### src/dss_pkg.sv
package dss_pkg;

    // ****************************************
    // register map (byte addresses)
    // ****************************************
    localparam logic [7:0] ADDR_OPERATING   = 8'h00;
    localparam logic [7:0] ADDR_PRIO_LOW    = 8'h04;
    localparam logic [7:0] ADDR_CONTROL     = 8'h08;
    localparam logic [7:0] ADDR_IRQ_STATUS  = 8'h0C;
    localparam logic [7:0] ADDR_IRQ_ENABLE  = 8'h10;
    localparam logic [7:0] ADDR_IRQ_CLEAR   = 8'h14;

    // ****************************************
    // field positions and reset values
    // ****************************************
    localparam int         PRI_ALARM_BIT    = 5;
    localparam int         SEC_ALARM_BIT    = 4;
    localparam int         SEC_LOCK_BIT     = 6;
    localparam int         VIEW_SELECT_BIT  = 4;
    localparam logic [7:0] OPERATING_RESET  = 8'h41;
    localparam logic [7:0] PRIO_LOW_RESET   = 8'h00;
    localparam logic [2:0] IRQ_WIDTH_RESET  = 3'h0;

    // ****************************************
    // primary path state codes
    // ****************************************
    localparam logic [2:0] ST_FREE_RUN      = 3'h1;
    localparam logic [2:0] ST_HOLDOVER      = 3'h2;
    localparam logic [2:0] ST_LOCKED        = 3'h4;
    localparam logic [2:0] ST_PRE_LOCKED2   = 3'h5;
    localparam logic [2:0] ST_PRE_LOCKED    = 3'h6;
    localparam logic [2:0] ST_PHASE_LOST    = 3'h7;

    // ****************************************
    // source channel codes
    // ****************************************
    localparam logic [3:0] SRC_NONE         = 4'h0;
    localparam logic [3:0] SRC_IN1          = 4'h3;
    localparam logic [3:0] SRC_IN2          = 4'h4;
    localparam logic [3:0] SRC_IN3          = 4'h8;
    localparam logic [3:0] SRC_IN4          = 4'h9;

    // AXI responses
    localparam logic [1:0] RESP_OKAY        = 2'h0;
    localparam logic [1:0] RESP_SLVERR      = 2'h2;

    // per-path status carried from the tracking logic
    typedef struct packed {
        logic       soft_alarm;
        logic [3:0] best_src;
        logic [3:0] sel_src;
    } dss_path_s;

    typedef enum logic [2:0] {
        RD_IDLE = 3'b001,
        RD_DATA = 3'b010,
        RD_HOLD = 3'b100
    } dss_rd_e;

endpackage

### src/dss_status.sv
// The register addresses and register access over AXI4-Lite were decided locally.
`timescale 1ns/1ps
// Notes on behaviour
// - each path has its own programmable frequency limit and separate soft alarm limit, both held in the tracking logic.
// - bit 4 of the operating register reads 1 while the secondary path tracks beyond its soft limit, else 0.
// - bit 5 of the operating register reads 1 while the primary path tracks beyond its soft limit, else 0.
// - bits 2:0 carry the primary state: 001 free run, 010 holdover, 100 locked, 101, 110, 111; 000 and 011 unused.
// - bits 7:4 of the priority byte give the highest-priority validated source of the viewed path.
// - both source fields use 0000 none and 0011, 0100, 1000, 1001 for inputs one to four.
// - the path-view select bit shows the primary path when 0 and the secondary path when 1.
// - the secondary path has no non-revertive mode, so its two source fields always match.
// - the priority byte is read-only and reads zero after reset.
// - the operating register is read-only and resets to 0100 0001.
module dss_status
    import dss_pkg::*;
(
    input  wire logic        aclk,
    input  wire logic        aresetn,
    input  wire logic        pri_soft_alarm,
    input  wire logic [2:0]  pri_state,
    input  wire logic [3:0]  pri_best_src,
    input  wire logic [3:0]  pri_sel_src,
    input  wire logic        sec_soft_alarm,
    input  wire logic        sec_locked,
    input  wire logic [3:0]  sec_best_src,
    input  wire logic [7:0]  s_axi_awaddr,
    input  wire logic        s_axi_awvalid,
    output logic             s_axi_awready,
    input  wire logic [31:0] s_axi_wdata,
    input  wire logic [3:0]  s_axi_wstrb,
    input  wire logic        s_axi_wvalid,
    output logic             s_axi_wready,
    output logic [1:0]       s_axi_bresp,
    output logic             s_axi_bvalid,
    input  wire logic        s_axi_bready,
    input  wire logic [7:0]  s_axi_araddr,
    input  wire logic        s_axi_arvalid,
    output logic             s_axi_arready,
    output logic [31:0]      s_axi_rdata,
    output logic [1:0]       s_axi_rresp,
    output logic             s_axi_rvalid,
    input  wire logic        s_axi_rready,
    output logic             irq
);

    // ****************************************
    // status snapshot
    // ****************************************
    // limits themselves live in the tracking logic; only the alarm outcome arrives here
    dss_path_s   pri_q;
    dss_path_s   sec_q;
    logic [2:0]  state_q;
    logic        lock_q;
    logic        view_q;
    logic [7:0]  oper_q;
    logic [7:0]  prio_q;

    // all inputs come from logic on aclk, so one register stage gives the snapshot
    always_ff @(posedge aclk) begin
        if (!aresetn) begin
            pri_q <= '0;
        end else begin
            pri_q <= '{pri_soft_alarm, pri_best_src, pri_sel_src};
        end
    end

    // no non-revertive mode on the secondary path, so selected mirrors best
    always_ff @(posedge aclk) begin
        if (!aresetn) begin
            sec_q <= '0;
        end else begin
            sec_q <= '{sec_soft_alarm, sec_best_src, sec_best_src};
        end
    end

    // reset values follow the operating register so the first snapshot agrees with it
    always_ff @(posedge aclk) begin
        if (!aresetn) begin
            state_q <= OPERATING_RESET[2:0];
        end else begin
            state_q <= pri_state;
        end
    end

    always_ff @(posedge aclk) begin
        if (!aresetn) begin
            lock_q <= OPERATING_RESET[SEC_LOCK_BIT];
        end else begin
            lock_q <= sec_locked;
        end
    end

    function automatic logic [3:0] src_code(input logic [3:0] c);
        // unused codes fold to none so software never sees a reserved value
        case (c)
            SRC_IN1, SRC_IN2, SRC_IN3, SRC_IN4: src_code = c;
            default:                            src_code = SRC_NONE;
        endcase
    endfunction

    function automatic logic [2:0] state_code(input logic [2:0] s);
        case (s)
            ST_FREE_RUN, ST_HOLDOVER, ST_LOCKED, ST_PRE_LOCKED2, ST_PRE_LOCKED, ST_PHASE_LOST: state_code = s;
            default: state_code = ST_FREE_RUN;
        endcase
    endfunction

    logic [7:0] oper_d;
    logic [7:0] prio_d;
    dss_path_s  view_path;

    always_comb begin
        oper_d                = 8'h00;
        oper_d[SEC_LOCK_BIT]  = lock_q;
        oper_d[PRI_ALARM_BIT] = pri_q.soft_alarm;
        oper_d[SEC_ALARM_BIT] = sec_q.soft_alarm;
        oper_d[2:0]           = state_code(state_q);
        view_path             = view_q ? sec_q : pri_q;
        prio_d                = {src_code(view_path.best_src), src_code(view_path.sel_src)};
    end

    always_ff @(posedge aclk) begin
        if (!aresetn) begin
            oper_q <= OPERATING_RESET;
        end else begin
            oper_q <= oper_d;
        end
    end

    always_ff @(posedge aclk) begin
        if (!aresetn) begin
            prio_q <= PRIO_LOW_RESET;
        end else begin
            prio_q <= prio_d;
        end
    end

    // ****************************************
    // interrupts
    // ****************************************
    // events: primary alarm rise, secondary alarm rise, primary state change
    logic [2:0] ev;
    logic [2:0] ist_q;
    logic [2:0] ien_q;
    logic [2:0] iclr;
    logic [7:0] oper_prev_q;

    always_ff @(posedge aclk) begin
        if (!aresetn) begin
            oper_prev_q <= OPERATING_RESET;
        end else begin
            oper_prev_q <= oper_q;
        end
    end

    assign ev = {oper_q[2:0] != oper_prev_q[2:0],
                 oper_q[SEC_ALARM_BIT] & ~oper_prev_q[SEC_ALARM_BIT],
                 oper_q[PRI_ALARM_BIT] & ~oper_prev_q[PRI_ALARM_BIT]};

    // set wins over a clear in the same cycle
    always_ff @(posedge aclk) begin
        if (!aresetn) begin
            ist_q <= IRQ_WIDTH_RESET;
        end else begin
            ist_q <= (ist_q & ~iclr) | ev;
        end
    end

    always_ff @(posedge aclk) begin
        if (!aresetn) begin
            irq <= 1'b0;
        end else begin
            irq <= |(((ist_q & ~iclr) | ev) & ien_q);
        end
    end

    // ****************************************
    // axi4-lite write
    // ****************************************
    logic        aw_have_q;
    logic        w_have_q;
    logic [7:0]  aw_addr_q;
    logic [31:0] w_data_q;
    logic [3:0]  w_strb_q;
    logic        wr_go;

    assign wr_go = aw_have_q & w_have_q & ~s_axi_bvalid;

    always_ff @(posedge aclk) begin
        if (!aresetn) begin
            s_axi_awready <= 1'b1;
            aw_have_q     <= 1'b0;
            aw_addr_q     <= 8'h00;
        end else if (s_axi_awvalid && s_axi_awready) begin
            s_axi_awready <= 1'b0;
            aw_have_q     <= 1'b1;
            aw_addr_q     <= s_axi_awaddr;
        end else if (wr_go) begin
            aw_have_q     <= 1'b0;
        end else if (!aw_have_q && !s_axi_bvalid) begin
            s_axi_awready <= 1'b1;
        end
    end

    always_ff @(posedge aclk) begin
        if (!aresetn) begin
            s_axi_wready <= 1'b1;
            w_have_q     <= 1'b0;
            w_data_q     <= 32'h0000_0000;
            w_strb_q     <= 4'h0;
        end else if (s_axi_wvalid && s_axi_wready) begin
            s_axi_wready <= 1'b0;
            w_have_q     <= 1'b1;
            w_data_q     <= s_axi_wdata;
            w_strb_q     <= s_axi_wstrb;
        end else if (wr_go) begin
            w_have_q     <= 1'b0;
        end else if (!w_have_q && !s_axi_bvalid) begin
            s_axi_wready <= 1'b1;
        end
    end

    function automatic logic addr_known(input logic [7:0] a);
        case (a)
            ADDR_OPERATING, ADDR_PRIO_LOW, ADDR_CONTROL,
            ADDR_IRQ_STATUS, ADDR_IRQ_ENABLE, ADDR_IRQ_CLEAR: addr_known = 1'b1;
            default: addr_known = 1'b0;
        endcase
    endfunction

    always_ff @(posedge aclk) begin
        if (!aresetn) begin
            s_axi_bvalid <= 1'b0;
            s_axi_bresp  <= RESP_OKAY;
        end else if (wr_go) begin
            s_axi_bvalid <= 1'b1;
            s_axi_bresp  <= addr_known(aw_addr_q) ? RESP_OKAY : RESP_SLVERR;
        end else if (s_axi_bready) begin
            s_axi_bvalid <= 1'b0;
        end
    end

    // status registers are read-only: writes to them are accepted and dropped
    always_ff @(posedge aclk) begin
        if (!aresetn) begin
            view_q <= 1'b0;
        end else if (wr_go && w_strb_q[0] && aw_addr_q == ADDR_CONTROL) begin
            view_q <= w_data_q[VIEW_SELECT_BIT];
        end
    end

    always_ff @(posedge aclk) begin
        if (!aresetn) begin
            ien_q <= IRQ_WIDTH_RESET;
        end else if (wr_go && w_strb_q[0] && aw_addr_q == ADDR_IRQ_ENABLE) begin
            ien_q <= w_data_q[2:0];
        end
    end

    assign iclr = (wr_go && w_strb_q[0] && aw_addr_q == ADDR_IRQ_CLEAR) ? w_data_q[2:0] : 3'h0;

    // ****************************************
    // axi4-lite read
    // ****************************************
    dss_rd_e    rd_q;
    logic [7:0] rd_addr_q;
    logic [7:0] rd_val;

    always_comb begin
        case (rd_addr_q)
            ADDR_OPERATING:  rd_val = oper_q;
            ADDR_PRIO_LOW:   rd_val = prio_q;
            ADDR_CONTROL:    rd_val = {3'h0, view_q, 4'h0};
            ADDR_IRQ_STATUS: rd_val = {5'h00, ist_q};
            ADDR_IRQ_ENABLE: rd_val = {5'h00, ien_q};
            default:         rd_val = 8'h00;
        endcase
    end

    always_ff @(posedge aclk) begin
        if (!aresetn) begin
            rd_q          <= RD_IDLE;
            rd_addr_q     <= 8'h00;
            s_axi_arready <= 1'b1;
            s_axi_rvalid  <= 1'b0;
            s_axi_rdata   <= 32'h0000_0000;
            s_axi_rresp   <= RESP_OKAY;
        end else begin
            case (rd_q)
                RD_IDLE: begin
                    if (s_axi_arvalid) begin
                        rd_addr_q     <= s_axi_araddr;
                        s_axi_arready <= 1'b0;
                        rd_q          <= RD_DATA;
                    end
                end
                RD_DATA: begin
                    // whole byte taken in one cycle, so fields never tear
                    s_axi_rdata  <= {24'h000000, rd_val};
                    s_axi_rresp  <= addr_known(rd_addr_q) ? RESP_OKAY : RESP_SLVERR;
                    s_axi_rvalid <= 1'b1;
                    rd_q         <= RD_HOLD;
                end
                RD_HOLD: begin
                    if (s_axi_rready) begin
                        s_axi_rvalid  <= 1'b0;
                        s_axi_arready <= 1'b1;
                        rd_q          <= RD_IDLE;
                    end
                end
                default: begin
                    rd_q <= RD_IDLE;
                end
            endcase
        end
    end

endmodule

### config.mk
export PLATFORM = sky130hd
export DESIGN_NAME = dss_status
export DESIGN_NICKNAME = d
export VERILOG_FILES = /design/src/dss_pkg.sv /design/src/dss_status.sv
export SDC_FILE = /design/constraint.sdc
export NUM_CORES = 1
export LEC_CHECK = 0
export BUFFER_PORTS_ARGS = -buffer_cell sky130_fd_sc_hd__buf_4
export CAP_MARGIN = 40
export CORE_MARGIN = 1
export CORE_UTILIZATION = 45
export CTS_CLUSTER_DIAMETER = 40
export DETAILED_ROUTE_END_ITERATION = 10
export GPL_TIMING_DRIVEN = 1
export HOLD_SLACK_MARGIN = 0.03
export PLACE_DENSITY = 0.75
export SLEW_MARGIN = 0
export SYNTH_ARGS = -nofsm -noshare
export SYNTH_HDL_FRONTEND = slang
export SYNTH_SLANG_ARGS = --single-unit
export TNS_END_PERCENT = 1
### constraint.sdc
create_clock -name aclk -period 1.9 [get_ports aclk]
set_input_delay 0.38 -clock aclk [delete_from_list [all_inputs] [get_ports aclk]]
set_output_delay 0.38 -clock aclk [all_outputs]
set_load 0.05 [all_outputs]
Word level (Yosys, flattened, before mapping)
Cells that the tools add are included.
- register bits: 90
- input bits: 77
- word-level logic and storage cells: 139
- eq/ne operators: 32
- multiplexer cells: 30
- bitwise operators: 11
- reduce and logical (&&, ||, !) cells: 35
- operators by type and width (kind ; count):
    $pmux 8 s5 ; 1
    $eq 8x4->1 const B ; 4
    $eq 8x5->1 const B ; 4
    $mux 1 ; 20
    $reduce_or 6->1 ; 3
    $eq 4x4->1 const B ; 4
    $eq 8x3->1 const B ; 2
    $logic_not 8->1 ; 2
    $reduce_and 2->1 ; 8
    $eq 3x3->1 const B ; 5
    $reduce_bool 2->1 ; 7
    $mux 3 ; 3
    $pmux 3 s3 ; 1
    $eq 4x2->1 const B ; 2
    $eq 4x3->1 const B ; 2
    $logic_and 1x1->1 ; 8
    $mux 8 ; 1
    $reduce_or 4->1 ; 2
    $and 3x3->3 ; 2
    $eq 3x1->1 const B ; 2
    $eq 3x2->1 const B ; 2
    $and 1x1->1 ; 4
    $mux 2 ; 2
    $ne 2x1->1 const B ; 2
    other kinds (9) ; 15

Logic depth before layout (Yosys ltp)
Gate-level depths: netlist (run 1).
- depth after elaboration: 10
- depth in mapped cells: 5

Worst setup path before layout (run 1)
No wires, ideal clock.
- path type: register to register
- start point: register s_axi_bvalid
- end point: register irq
- setup time: 131 ps
- arrival time: 1442 ps
- slack: 328 ps
- cell stages (with the launch flop): 6
- path buffers: 1
- cell sequence: dfxtp_1 -> and3b_1 -> clkbuf_1 -> nand4b_1 -> o211ai_1 -> nand4_1
- word-level cells in the longest chain between the ends: 10
- RTL lines (what ; RTL line ; source):
    start: declaration ; dss_status.sv:34 ; output logic s_axi_bvalid,
    start signal: assignment ; dss_status.sv:233 ; s_axi_bvalid <= 1'b0;
    start signal: assignment ; dss_status.sv:236 ; s_axi_bvalid <= 1'b1;
    start signal: assignment ; dss_status.sv:239 ; s_axi_bvalid <= 1'b0;
    $not 1->1 ; dss_status.sv:187 ; assign wr_go = aw_have_q & w_have_q & ~s_axi_bvalid;
    $and 1x1->1 ; dss_status.sv:187 ;
    $logic_and 1x1->1 (2 in series) ; dss_status.sv:260 ; assign iclr = (wr_go && w_strb_q[0] && aw_addr_q == ADDR_IRQ_CLEAR) ? w_data_q[2:0] : 3'h0;
    $mux 3 ; dss_status.sv:260 ;
    $not 3->3 ; dss_status.sv:173 ; irq <= |(((ist_q & ~iclr) | ev) & ien_q);
    $and 3x3->3 ; dss_status.sv:173 ;
    $or 3x3->3 ; dss_status.sv:173 ;
    $and 3x3->3 ; dss_status.sv:173 ;
    $reduce_or 3->1 ; dss_status.sv:173 ;
    end signal: assignment ; dss_status.sv:173 ;
    end: declaration ; dss_status.sv:43 ; output logic irq
Every way passes these cells.
A chain may end at the register's enable or synchronous reset.

Worst setup path in the final report (run 1)
- start point: register rd_q[1]
- end point: register s_axi_rdata[2]
- word-level cells in the longest chain between the ends: 1
- RTL lines (what ; RTL line ; source):
    start: declaration ; dss_status.sv:265 ; dss_rd_e rd_q;
    start signal: assignment ; dss_status.sv:282 ; rd_q <= RD_IDLE;
    start signal: assignment ; dss_status.sv:294 ; rd_q <= RD_DATA;
    start signal: assignment ; dss_status.sv:302 ; rd_q <= RD_HOLD;
    $eq 3x2->1 ; dss_status.sv:289 ; case (rd_q)
    end signal: assignment ; dss_status.sv:299 ; s_axi_rdata <= {24'h000000, rd_val};
    end: declaration ; dss_status.sv:39 ; output logic [31:0] s_axi_rdata,
Every way passes these cells.

==> results of run 1 <==
## sequential cells by signal (all words and copies together), names as in the netlist, 4 cells and up
signal / count
oper_prev_q: 5
oper_q: 6
sec_q: 4
pri_q: 8
w_data_q: 4
prio_q: 8
aw_addr_q: 8
rd_addr_q: 8
s_axi_rdata: 8
## metal layers
layer,track usage,vias to the layer above
li1,-,1397
met1,0.201,1243
met2,0.291,65
met3,0.0592,5
met4,0.0511,0
met5,0,-
## cell usage in the layout, fill, tap and decap left out, types with 4 or more instances in the layout
cell type,Yosys,routed
conb_1,1,26
clkbuf_8,0,11
a31oi_1,4,4
buf_4,26,67
nor3_1,5,5
mux2i_1,6,6
nor2b_1,4,4
xnor2_1,5,5
nor2_1,18,18
nand3_1,16,16
o21ai_1,4,4
and2_1,24,24
nand2_1,54,54
nand4_1,4,4
nor3b_1,6,6
dfxtp_1,86,86
inv_1,11,11
nand4b_1,4,4
nand2b_1,11,11
a21oi_1,35,35
o21ai_0,10,10
## where the power goes
| group | internal, µW | leakage, µW | total, µW | switching (µW) |
|---|---|---|---|---|
| Combinational | 172 | 0.000885 | 467 | 294 |
| Clock | 673 | 0.000106 | 1270 | 600 |
| Sequential | 1880 | 0.000705 | 1950 | 65.4 |
## worst paths after layout
kind,depth (start not counted),endpoint,start,slack (ns)
max,4,s_axi_rdata[2]$_SDFFE_PN0P_,rd_q[1]$_SDFFE_PN0P_,0.25
min,2,lock_q$_SDFF_PN1_,sec_locked,0.21
max reg2reg,4,s_axi_rdata[2]$_SDFFE_PN0P_,rd_q[1]$_SDFFE_PN0P_,0.25
min reg2reg,1,oper_q[6]$_SDFF_PN1_,lock_q$_SDFF_PN1_,0.41
## metrics by stage
step / instance area, µm² / hold WS, ns / worst slack, ns / std cells
after floorplan: 3590 / 0.386 / 0.328 / 417
after CTS: 4160 / 0.206 / 0.238 / 555
after global placement: 3960 / 0.402 / 0.270 / 539
after detailed placement: 3960 / 0.401 / 0.255 / 539
final: 4160 / 0.212 / 0.247 / 555
after global routing: 4160 / 0.198 / 0.120 / 555
## cells in the mapped netlist, drive strengths merged, types with 2 or more instances
master / number
dfxtp: 86
nand2: 54
a21oi: 35
buf: 28
and2: 24
nor2: 18
clkbuf: 16
nand3: 16
o21ai: 14
inv: 11
nand2b: 11
mux2i: 6
nor3: 6
nor3b: 6
nand4: 5
xnor2: 5
a31oi: 4
nand4b: 4
nor2b: 4
o211ai: 4
o21a: 3
o2bb2ai: 3
a32oi: 2
and3b: 2
and4b: 2
mux2: 2
nor4: 2
o22ai: 2
## cell type report
| class | instances | area share |
|---|---|---|
| Sequential cell | 86 | 0.414 |
| Multi-Input combinational cell | 275 | 0.376 |
| Timing Repair Buffer | 67 | 0.121 |
| Clock buffer | 12 | 0.0373 |
| Tap cell | 99 | 0.0298 |
| Clock inverter | 4 | 0.0108 |
| Inverter | 12 | 0.0108 |
## kinds of logic after synthesis
| kind of cell | synth area share |
|---|---|
| simple gates | 0.258 |
| flops | 0.492 |
| compound gates | 0.122 |
| buf+inv | 0.0886 |
| mux | 0.0236 |
| xor+xnor | 0.0150 |
| other cells | 0.00107 |
==> metrics.md, run 1 <==
| Metric | Value |
|---|---|
| Status | `finished clean` |
| I/O pin count | `119` |
| Top sig layer | `met4` |
| # DRC | `0` |
| Post-synth EDFFs | `0` |
| # resized after CTS | `0` |
| Average size of a mapped cell | `8.93 µm²` |
| Worst stage delay on the critical path | `0.49 ns` |
| 1st-iter DRT viols | `126` |
| Finished Core Util | `0.564` |
| Clk root buf | `clkbuf_8` |
| Register area | `1720 µm²` |
| Initial Util | `0.475` |
| Slowest CP cell | `or3b_4` |
| Detail Route met2 WL | `3220 µm` |
| Post-synth top area share | `0.492` |
| Synthesized area | `3500 µm²` |
| GRT overflow | `0` |
| Die height | `90.2 µm` |
| Largest net degree at the start of global routing | `27` |
| Peak supply drop | `0.694 mV` |
| CTS tree | `done` |
| FF+latch count, synth | `86` |
| Unrepaired setup endpoints after global routing | `no` |
| Async S/R FF share, synth | `0` |
| P_leak | `0.00170 µW` |
| Final setup fails | `0` |
| Area growth syn-to-layout | `18.7%` |
| Setup crit end kind | `flip-flop` |
| Post-DP HPWL | `4830 µm` |
| CTS Sinks | `86` |
| First-pass GRT wire length | `11200 µm` |
| Fin nets | `528` |
| M1 WL | `3010 µm` |
| Ratio of cells with drive above 1 in the final layout | `0.204` |
| Slew Limit Fails | `0` |
| Core area | `7370 µm²` |
| Cell taking the most area after synthesis | `dfxtp_1` |
| Syn Inst Count | `392` |
| Sequential fraction of the synthesis area | `0.492` |
| Post-CTS setup buffer count | `0` |
| Die ar. | `8140 µm²` |
| Worst path bufs/invs | `0` |
| Total power | `3690 µW` |
| Final Hold Vio Count | `0` |
| Fin crit period | `1.65 ns` |
| Top cells by area, synth | `dfxtp_1 49%, nand2_1 5.8%, buf_4 5.6%, a21oi_1 5.0%, and2_1 4.3%` |
| Diodes inserted | `0` |
| Inserted Clock Buffers | `9` |
| Worst path cell trace | `or3b_4 > nor3_4 > nand4_4 > o211ai_2` |
| Die Wd | `90.2 µm` |
| Vias in the first global route | `2486` |
| Footprint of the multi-input gates | `1560 µm²` |
| WS Path Type | `flip-flop to flip-flop` |
| CTS clk-pin slew, worst paths | `0.08 ns` |
| Synthesis warning total | `0` |
| Clock buffer depth | `2` |
| Gr usage total | `0.170` |
| I/O Buffers | `61` |
| Setup TNS | `0 ns` |
| Cell variety after synth | `50` |
| DRT Wirelength | `6560 µm` |
| Top Family by Delay on Critical Path | `simple AND/OR/NAND/NOR gates` |
| Routed Antenna Nets | `0` |
| Layout Skew | `0.00795 ns` |
| First-pass DRT Iterations | `4` |
| Hold-fix buffers at CTS | `0` |
| Metal3 WL | `280 µm` |
| Final period util | `0.870` |
| Routed length per instance | `11.8 µm` |
| Rows | `31` |
| H-tree depth | `3` |
| Pwr dens | `887 nW/µm²` |
| Arrival time at the worst endpoint | `1.94 ns` |
| Max-cap violation count | `0` |
| Critical Path Start Type | `flip-flop` |
| Req. time, crit path | `2.18 ns` |
| Via count | `2710` |
| RD Place Congestion | `0.808` |
| Via density | `4.88` |
| Fmax | `0.605 GHz` |
| Initial antenna violation count | `0` |
| Post-synth top flop | `dfxtp_1` |
| Filler cell count | `696` |
| Clock Latency Late Sink | `0.35 ns` |
| Worst Hold Class | `input port to flip-flop` |
| Crit-path max FO | `13` |
Note: power is estimated with default switching activity, not from simulation.
==> run 2: changes to the inputs <==
--- a/config.mk
+++ b/config.mk
@@ -8,12 +8,12 @@
 export BUFFER_PORTS_ARGS = -buffer_cell sky130_fd_sc_hd__buf_4
 export CAP_MARGIN = 40
 export CORE_MARGIN = 1
-export CORE_UTILIZATION = 45
+export CORE_UTILIZATION = 30
 export CTS_CLUSTER_DIAMETER = 40
 export DETAILED_ROUTE_END_ITERATION = 10
 export GPL_TIMING_DRIVEN = 1
 export HOLD_SLACK_MARGIN = 0.03
-export PLACE_DENSITY = 0.75
+export PLACE_DENSITY = 0.54
 export SLEW_MARGIN = 0
 export SYNTH_ARGS = -nofsm -noshare
 export SYNTH_HDL_FRONTEND = slang
==> run 2 against run 1 <==
Net effect: core utilization is 19 points lower; via count is 0.81% higher; sequential power hardly changed; worst hold slack better by 0.026 ns; first-iteration DRC count is 26% lower; fmax is 3.0% lower; final area is 3.7% higher; final cell count is 7.9% higher; critical endpoint is now s_axi_rdata[1]$_SDFFE_PN0P_; highest routed layer unchanged.
==> metrics.md, run 2 (synthesis results as in run 1) <==
| Metric | Value |
|---|---|
| I/O pin count | `119 (unchanged)` |
| Die height | `110 µm (was 90.2 µm)` |
| Inserted Clock Buffers | `9 (unchanged)` |
| Dpl cell area | `4010 µm² (was 3960 µm²)` |
| WS Path Type | `flip-flop to flip-flop (unchanged)` |
| Clock Latency Late Sink | `0.33 ns (was 0.35 ns)` |
| Worst R2R Setup Slack | `0.20 ns (was 0.25 ns)` |
| Most frequent cells in the layout | `86 x dfxtp_1, 67 x buf_4, 54 x nand2_1 (unchanged)` |
| Critical Path Start Type | `flip-flop (unchanged)` |
| Vias in the first global route | `2555 (was 2486)` |
| Design Area, Final | `4310 µm² (was 4160 µm²)` |
| CTS clk-pin slew, worst paths | `0.06 ns (was 0.08 ns)` |
| Routed length per instance | `11.7 µm (was 11.8 µm)` |
| Peak supply drop | `0.491 mV (was 0.694 mV)` |
| Clk root buf | `clkbuf_16 (was clkbuf_8)` |
| Hold-fix buffers at CTS | `0 (unchanged)` |
| Layout Skew | `0.00575 ns (was 0.00795 ns)` |
| Setup TNS | `0 ns (unchanged)` |
| Hold path cells | `2 (unchanged)` |
| Final period util | `0.897 (was 0.870)` |
| H-tree depth | `3 (unchanged)` |
| Rows | `39 (was 31)` |
| Area growth syn-to-layout | `23.1% (was 18.7%)` |
| First-pass GRT wire length | `11600 µm (was 11200 µm)` |
| Via count | `2732 (was 2710)` |
| GRT overflow | `0 (unchanged)` |
| CTS tree | `done (unchanged)` |
| I/O Buffers | `61 (unchanged)` |
| Most common cell after layout, fill and taps aside | `dfxtp_1 (unchanged)` |
| Clock buffer depth | `2 (unchanged)` |
| Initial Util | `0.307 (was 0.475)` |
| Fin nets | `528 (unchanged)` |
| R2R cell count | `4 (unchanged)` |
| Unrepaired setup endpoints after global routing | `no (unchanged)` |
| Finished Core Util | `0.377 (was 0.564)` |
| Post-CTS setup buffer count | `0 (unchanged)` |
| P_leak | `0.00174 µW (was 0.00170 µW)` |
| Die Wd | `110 µm (was 90.2 µm)` |
| R2R Path End | `s_axi_rdata[1]$_SDFFE_PN0P_ (was s_axi_rdata[2]$_SDFFE_PN0P_)` |
| Worst hold start | `sec_locked (unchanged)` |
| Req. time, crit path | `2.16 ns (was 2.18 ns)` |
| Max-cap violation count | `0 (unchanged)` |
| Crit-path max FO | `13 (unchanged)` |
| # DRC | `0 (unchanged)` |
| Slew Limit Fails | `0 (unchanged)` |
| Hold Path Sink | `lock_q$_SDFF_PN1_ (unchanged)` |
| Footprint of the multi-input gates | `1560 µm² (unchanged)` |
| Via density | `4.56 (was 4.88)` |
| Fmax | `0.587 GHz (was 0.605 GHz)` |
| Filler cell count | `1172 (was 696)` |
| DRT Wirelength | `7000 µm (was 6560 µm)` |
| RD Place Congestion | `0.750 (was 0.808)` |
| Gr usage total | `0.124 (was 0.170)` |
| CTS Sinks | `86 (unchanged)` |
| Status | `finished clean (unchanged)` |
| # resized after CTS | `0 (unchanged)` |
| Initial antenna violation count | `0 (unchanged)` |
| Fin crit period | `1.70 ns (was 1.65 ns)` |
| Register area | `1720 µm² (unchanged)` |
| Worst Hold Class | `input port to flip-flop (unchanged)` |
| Routed Antenna Nets | `0 (unchanged)` |
| Diodes inserted | `0 (unchanged)` |
| Post-DP HPWL | `5240 µm (was 4830 µm)` |
| Final Hold Vio Count | `0 (unchanged)` |
| First-pass DRT Iterations | `4 (unchanged)` |
| Final setup fails | `0 (unchanged)` |
| Arrival time at the worst endpoint | `1.96 ns (was 1.94 ns)` |
| RR Startpoint | `rd_q[1]$_SDFFE_PN0P_ (unchanged)` |
| Cells after DPL | `583 (was 539)` |
| Pwr dens | `961 nW/µm² (was 887 nW/µm²)` |
| Ratio of cells with drive above 1 in the final layout | `0.206 (was 0.204)` |
| Final std cells w/o fill | `599 (was 555)` |
| Setup crit end kind | `flip-flop (unchanged)` |
| Die ar. | `12100 µm² (was 8140 µm²)` |
| 1st-iter DRT viols | `93 (was 126)` |
| Largest net degree at the start of global routing | `22 (was 27)` |
| Final hold slack | `0.238 ns (was 0.212 ns)` |
| Core area | `11400 µm² (was 7370 µm²)` |
-- run 2: changes by cell type in the layout (fill, tap and decap cells not counted) --
| cell | previous run | this run |
|---|---|---|
| clkbuf_1 | 1 | 0 |
| clkbuf_8 | 11 | 0 |
| inv_6 | 0 | 1 |
| clkinvlp_4 | 0 | 1 |
| clkinv_4 | 0 | 2 |
| clkinv_2 | 3 | 2 |
| clkbuf_16 | 0 | 9 |
-- run 2: worst max-delay path by stage --
stage	start	to	slack, ns
after CTS	rd_q[1]$_SDFFE_PN0P_	s_axi_rdata[1]$_SDFFE_PN0P_	0.19
after global routing	rd_q[1]$_SDFFE_PN0P_	s_axi_rdata[2]$_SDFFE_PN0P_	0.1
final	rd_q[1]$_SDFFE_PN0P_	s_axi_rdata[1]$_SDFFE_PN0P_	0.20
after global placement	rd_q[1]$_SDFFE_PN0P_	s_axi_rdata[1]$_SDFFE_PN0P_	0.25
after detailed placement	rd_q[1]$_SDFFE_PN0P_	s_axi_rdata[1]$_SDFFE_PN0P_	0.21
after floorplan	s_axi_bvalid$_SDFFE_PN0P_	irq$_SDFF_PN0_	0.33
-- run 2: stage by stage --
step	power (µW)	setup WS [ns]
4_1_cts	4190	0.188
5_1_grt	4330	0.0953
2_1_floorplan	2350	0.328
3_5_place_dp	2460	0.208
6_report	4140	0.195
3_3_place_gp	2450	0.255
-- run 2: critical path, stage by stage, from the launching register on --
cell and delay (ns):
dfxtp_1 0.39, or3b_4 0.50, nor3_4 0.39, nand4_4 0.17, o211ai_2 0.17
-- run 2: power by group --
part | total [µW] | switching, µW | internal (µW) | leakage, µW
registers | 1950 | 65.9 | 1880 | 0.000705
clock network | 1720 | 701 | 1020 | 0.000146
logic | 468 | 296 | 172 | 0.000885
total | 4140 | 1060 | 3080 | 0.00174
-- run 2: layout make-up --
cell class	instances	area share
Tap cell	143	0.0415
Inverter	12	0.0104
Clock buffer	9	0.0522
Clock inverter	7	0.0171
Sequential cell	86	0.399
Multi-Input combinational cell	275	0.363
Timing Repair Buffer	67	0.117
-- run 2: metal layers --
metal	track usage	part of all wire	wire length [µm]	vias up
li1	-	-	-	1400
met1	0.151	0.45	3170	1259
met2	0.211	0.49	3430	67
met3	0.0376	0.049	345	6
met4	0.0343	0.0090	63	0
met5	0	0	0	-
==> run 3: changes to the inputs <==
==> constraint.sdc (replaced) <==
create_clock -name aclk -period 1.9 [get_ports aclk]
set_input_delay 0.19 -clock aclk [delete_from_list [all_inputs] [get_ports aclk]]
set_output_delay 0.19 -clock aclk [all_outputs]
set_load 0.05 [all_outputs]
==> run 3 against run 2 <==
Net effect: core utilization fell by 0.19 points; sequential share of layout area rose by 0.20 points; register-to-register slack improved by 0.02 ns; combinational power about the same; clock power shrank 3%; die area unchanged; highest routed layer unchanged; sequential cell count is the same; sequential power is essentially flat; critical path type unchanged; non-clock buffer count did not move; final area is 0.49% lower.
==> metrics.md, run 3 (synthesis results as in run 1) <==
| Metric | Value |
|---|---|
| Die Wd | `110 µm (unchanged)` |
| Post-CTS setup buffer count | `0 (unchanged)` |
| Hold-fix buffers at CTS | `0 (unchanged)` |
| Status | `finished clean (unchanged)` |
| Post-DP HPWL | `5200 µm (was 5240 µm)` |
| Largest net degree at the start of global routing | `22 (unchanged)` |
| Finished Core Util | `0.376 (was 0.377)` |
| Worst stage delay on the critical path | `0.50 ns (about the same)` |
| Worst Hold Class | `input port to flip-flop (unchanged)` |
| Initial antenna violation count | `0 (unchanged)` |
| Total power | `4090 µW (was 4140 µW)` |
| Final Hold Vio Count | `0 (unchanged)` |
| Place WS | `0.216 ns (was 0.208 ns)` |
| Inserted Clock Buffers | `9 (unchanged)` |
| Die ar. | `12100 µm² (unchanged)` |
| Fmax | `0.595 GHz (was 0.587 GHz)` |
| Rows | `39 (unchanged)` |
| Via density | `4.55 (was 4.56)` |
| Final period util | `0.885 (was 0.897)` |
| CTS Sinks | `86 (unchanged)` |
| Initial Util | `0.307 (unchanged)` |
| Final setup fails | `0 (unchanged)` |
| Clk root buf | `clkbuf_16 (unchanged)` |
| Clock Latency Late Sink | `0.33 ns (about the same)` |
| Die height | `110 µm (unchanged)` |
| Area growth syn-to-layout | `22.5% (was 23.1%)` |
| # DRC | `0 (unchanged)` |
| PnR worst setup slack | `0.219 ns (was 0.195 ns)` |
| GRT overflow | `0 (unchanged)` |
| Worst path cell trace | `or3b_4 > nor3_4 > nand4_4 > o211ai_2 (unchanged)` |
| Vias in the first global route | `2510 (was 2555)` |
| Req. time, crit path | `2.16 ns (about the same)` |
| # resized after CTS | `0 (unchanged)` |
| Arrival time at the worst endpoint | `1.94 ns (was 1.96 ns)` |
| DRT Wirelength | `7030 µm (was 7000 µm)` |
| Setup TNS | `0 ns (unchanged)` |
| Ratio of cells with drive above 1 in the final layout | `0.199 (was 0.206)` |
| Routed length per instance | `11.8 µm (was 11.7 µm)` |
| CTS tree | `done (unchanged)` |
| P_leak | `0.00173 µW (was 0.00174 µW)` |
| Core area | `11400 µm² (unchanged)` |
| I/O pin count | `119 (unchanged)` |
| First-pass GRT wire length | `11500 µm (was 11600 µm)` |
| Slowest CP cell | `or3b_4 (unchanged)` |
| Pwr dens | `953 nW/µm² (was 961 nW/µm²)` |
| Setup crit end kind | `flip-flop (unchanged)` |
| H-tree depth | `3 (unchanged)` |
| Worst path bufs/invs | `0 (unchanged)` |
| Critical Path Start Type | `flip-flop (unchanged)` |
| I/O Buffers | `61 (unchanged)` |
| Final hold slack | `0.0410 ns (was 0.238 ns)` |
| Top Family by Delay on Critical Path | `simple AND/OR/NAND/NOR gates (unchanged)` |
| Clock buffer depth | `2 (unchanged)` |
| WS Path Type | `flip-flop to flip-flop (unchanged)` |
| Fin nets | `528 (unchanged)` |
| Peak supply drop | `0.333 mV (was 0.491 mV)` |
| 1st-iter DRT viols | `109 (was 93)` |
| Gr usage total | `0.125 (was 0.124)` |
| Crit-path max FO | `13 (unchanged)` |
| Unrepaired setup endpoints after global routing | `no (unchanged)` |
| Diodes inserted | `0 (unchanged)` |
| CTS clk-pin slew, worst paths | `0.06 ns (about the same)` |
| RD Place Congestion | `0.758 (was 0.750)` |
| Via count | `2711 (was 2732)` |
| Slew Limit Fails | `0 (unchanged)` |
| Max-cap violation count | `0 (unchanged)` |
| First-pass DRT Iterations | `4 (unchanged)` |
| Fin crit period | `1.68 ns (was 1.70 ns)` |
| Layout Skew | `0.00692 ns (was 0.00575 ns)` |
| Routed Antenna Nets | `0 (unchanged)` |
| Most common cell after layout, fill and taps aside | `dfxtp_1 (unchanged)` |
| Most frequent cells in the layout | `86 x dfxtp_1, 67 x buf_4, 54 x nand2_1 (unchanged)` |
-- run 3: cell types whose count changed in the layout (fill, tap and decap cells not counted) --
cell / before / now
clkinv_4: 2 / 0
clkbuf_1: 0 / 1
clkbuf_8: 0 / 1
clkinv_2: 2 / 1
clkinvlp_4: 1 / 0
inv_6: 1 / 0
-- run 3: stage by stage --
stage,cell area [µm²],cells
floorplan,3590,417
detailed placement,4010,583
global placement,4010,583
CTS,4290,596
global route,4290,596
finish,4290,596
-- run 3: worst paths after layout --
check	startpoint	end	slack, ns	cells past startpoint
worst min register to register	lock_q$_SDFF_PN1_	oper_q[6]$_SDFF_PN1_	0.41	1
worst max register to register	rd_q[1]$_SDFFE_PN0P_	s_axi_rdata[1]$_SDFFE_PN0P_	0.22	4
worst min-delay path	pri_state[0]	state_q[0]$_SDFF_PN1_	0.04	2
worst max-delay path	rd_q[1]$_SDFFE_PN0P_	s_axi_rdata[1]$_SDFFE_PN0P_	0.22	4
-- run 3: final cells by class --
type,count,area (µm²)
inverters,12,45.0
repair buffers,67,503
clock inverters,2,35.0
clock buffers,11,243
flip-flops and latches,86,1720
fillers,1162,7130
well taps,143,179
multi-input cells,275,1560
-- run 3: power by group --
part	internal [µW]	leakage [µW]	switching [µW]
registers	1890	0.000705	66.4
logic	173	0.000885	295
clock network	1030	0.000137	640
total	3090	0.00173	1000
-- run 3: routing by layer --
metal,part of all wire,global-route usage,up-vias
met1,0.46,0.155,1234
met5,0,0,-
met4,0.019,0.0657,0
met2,0.47,0.202,68
met3,0.045,0.0265,11
li1,-,-,1398
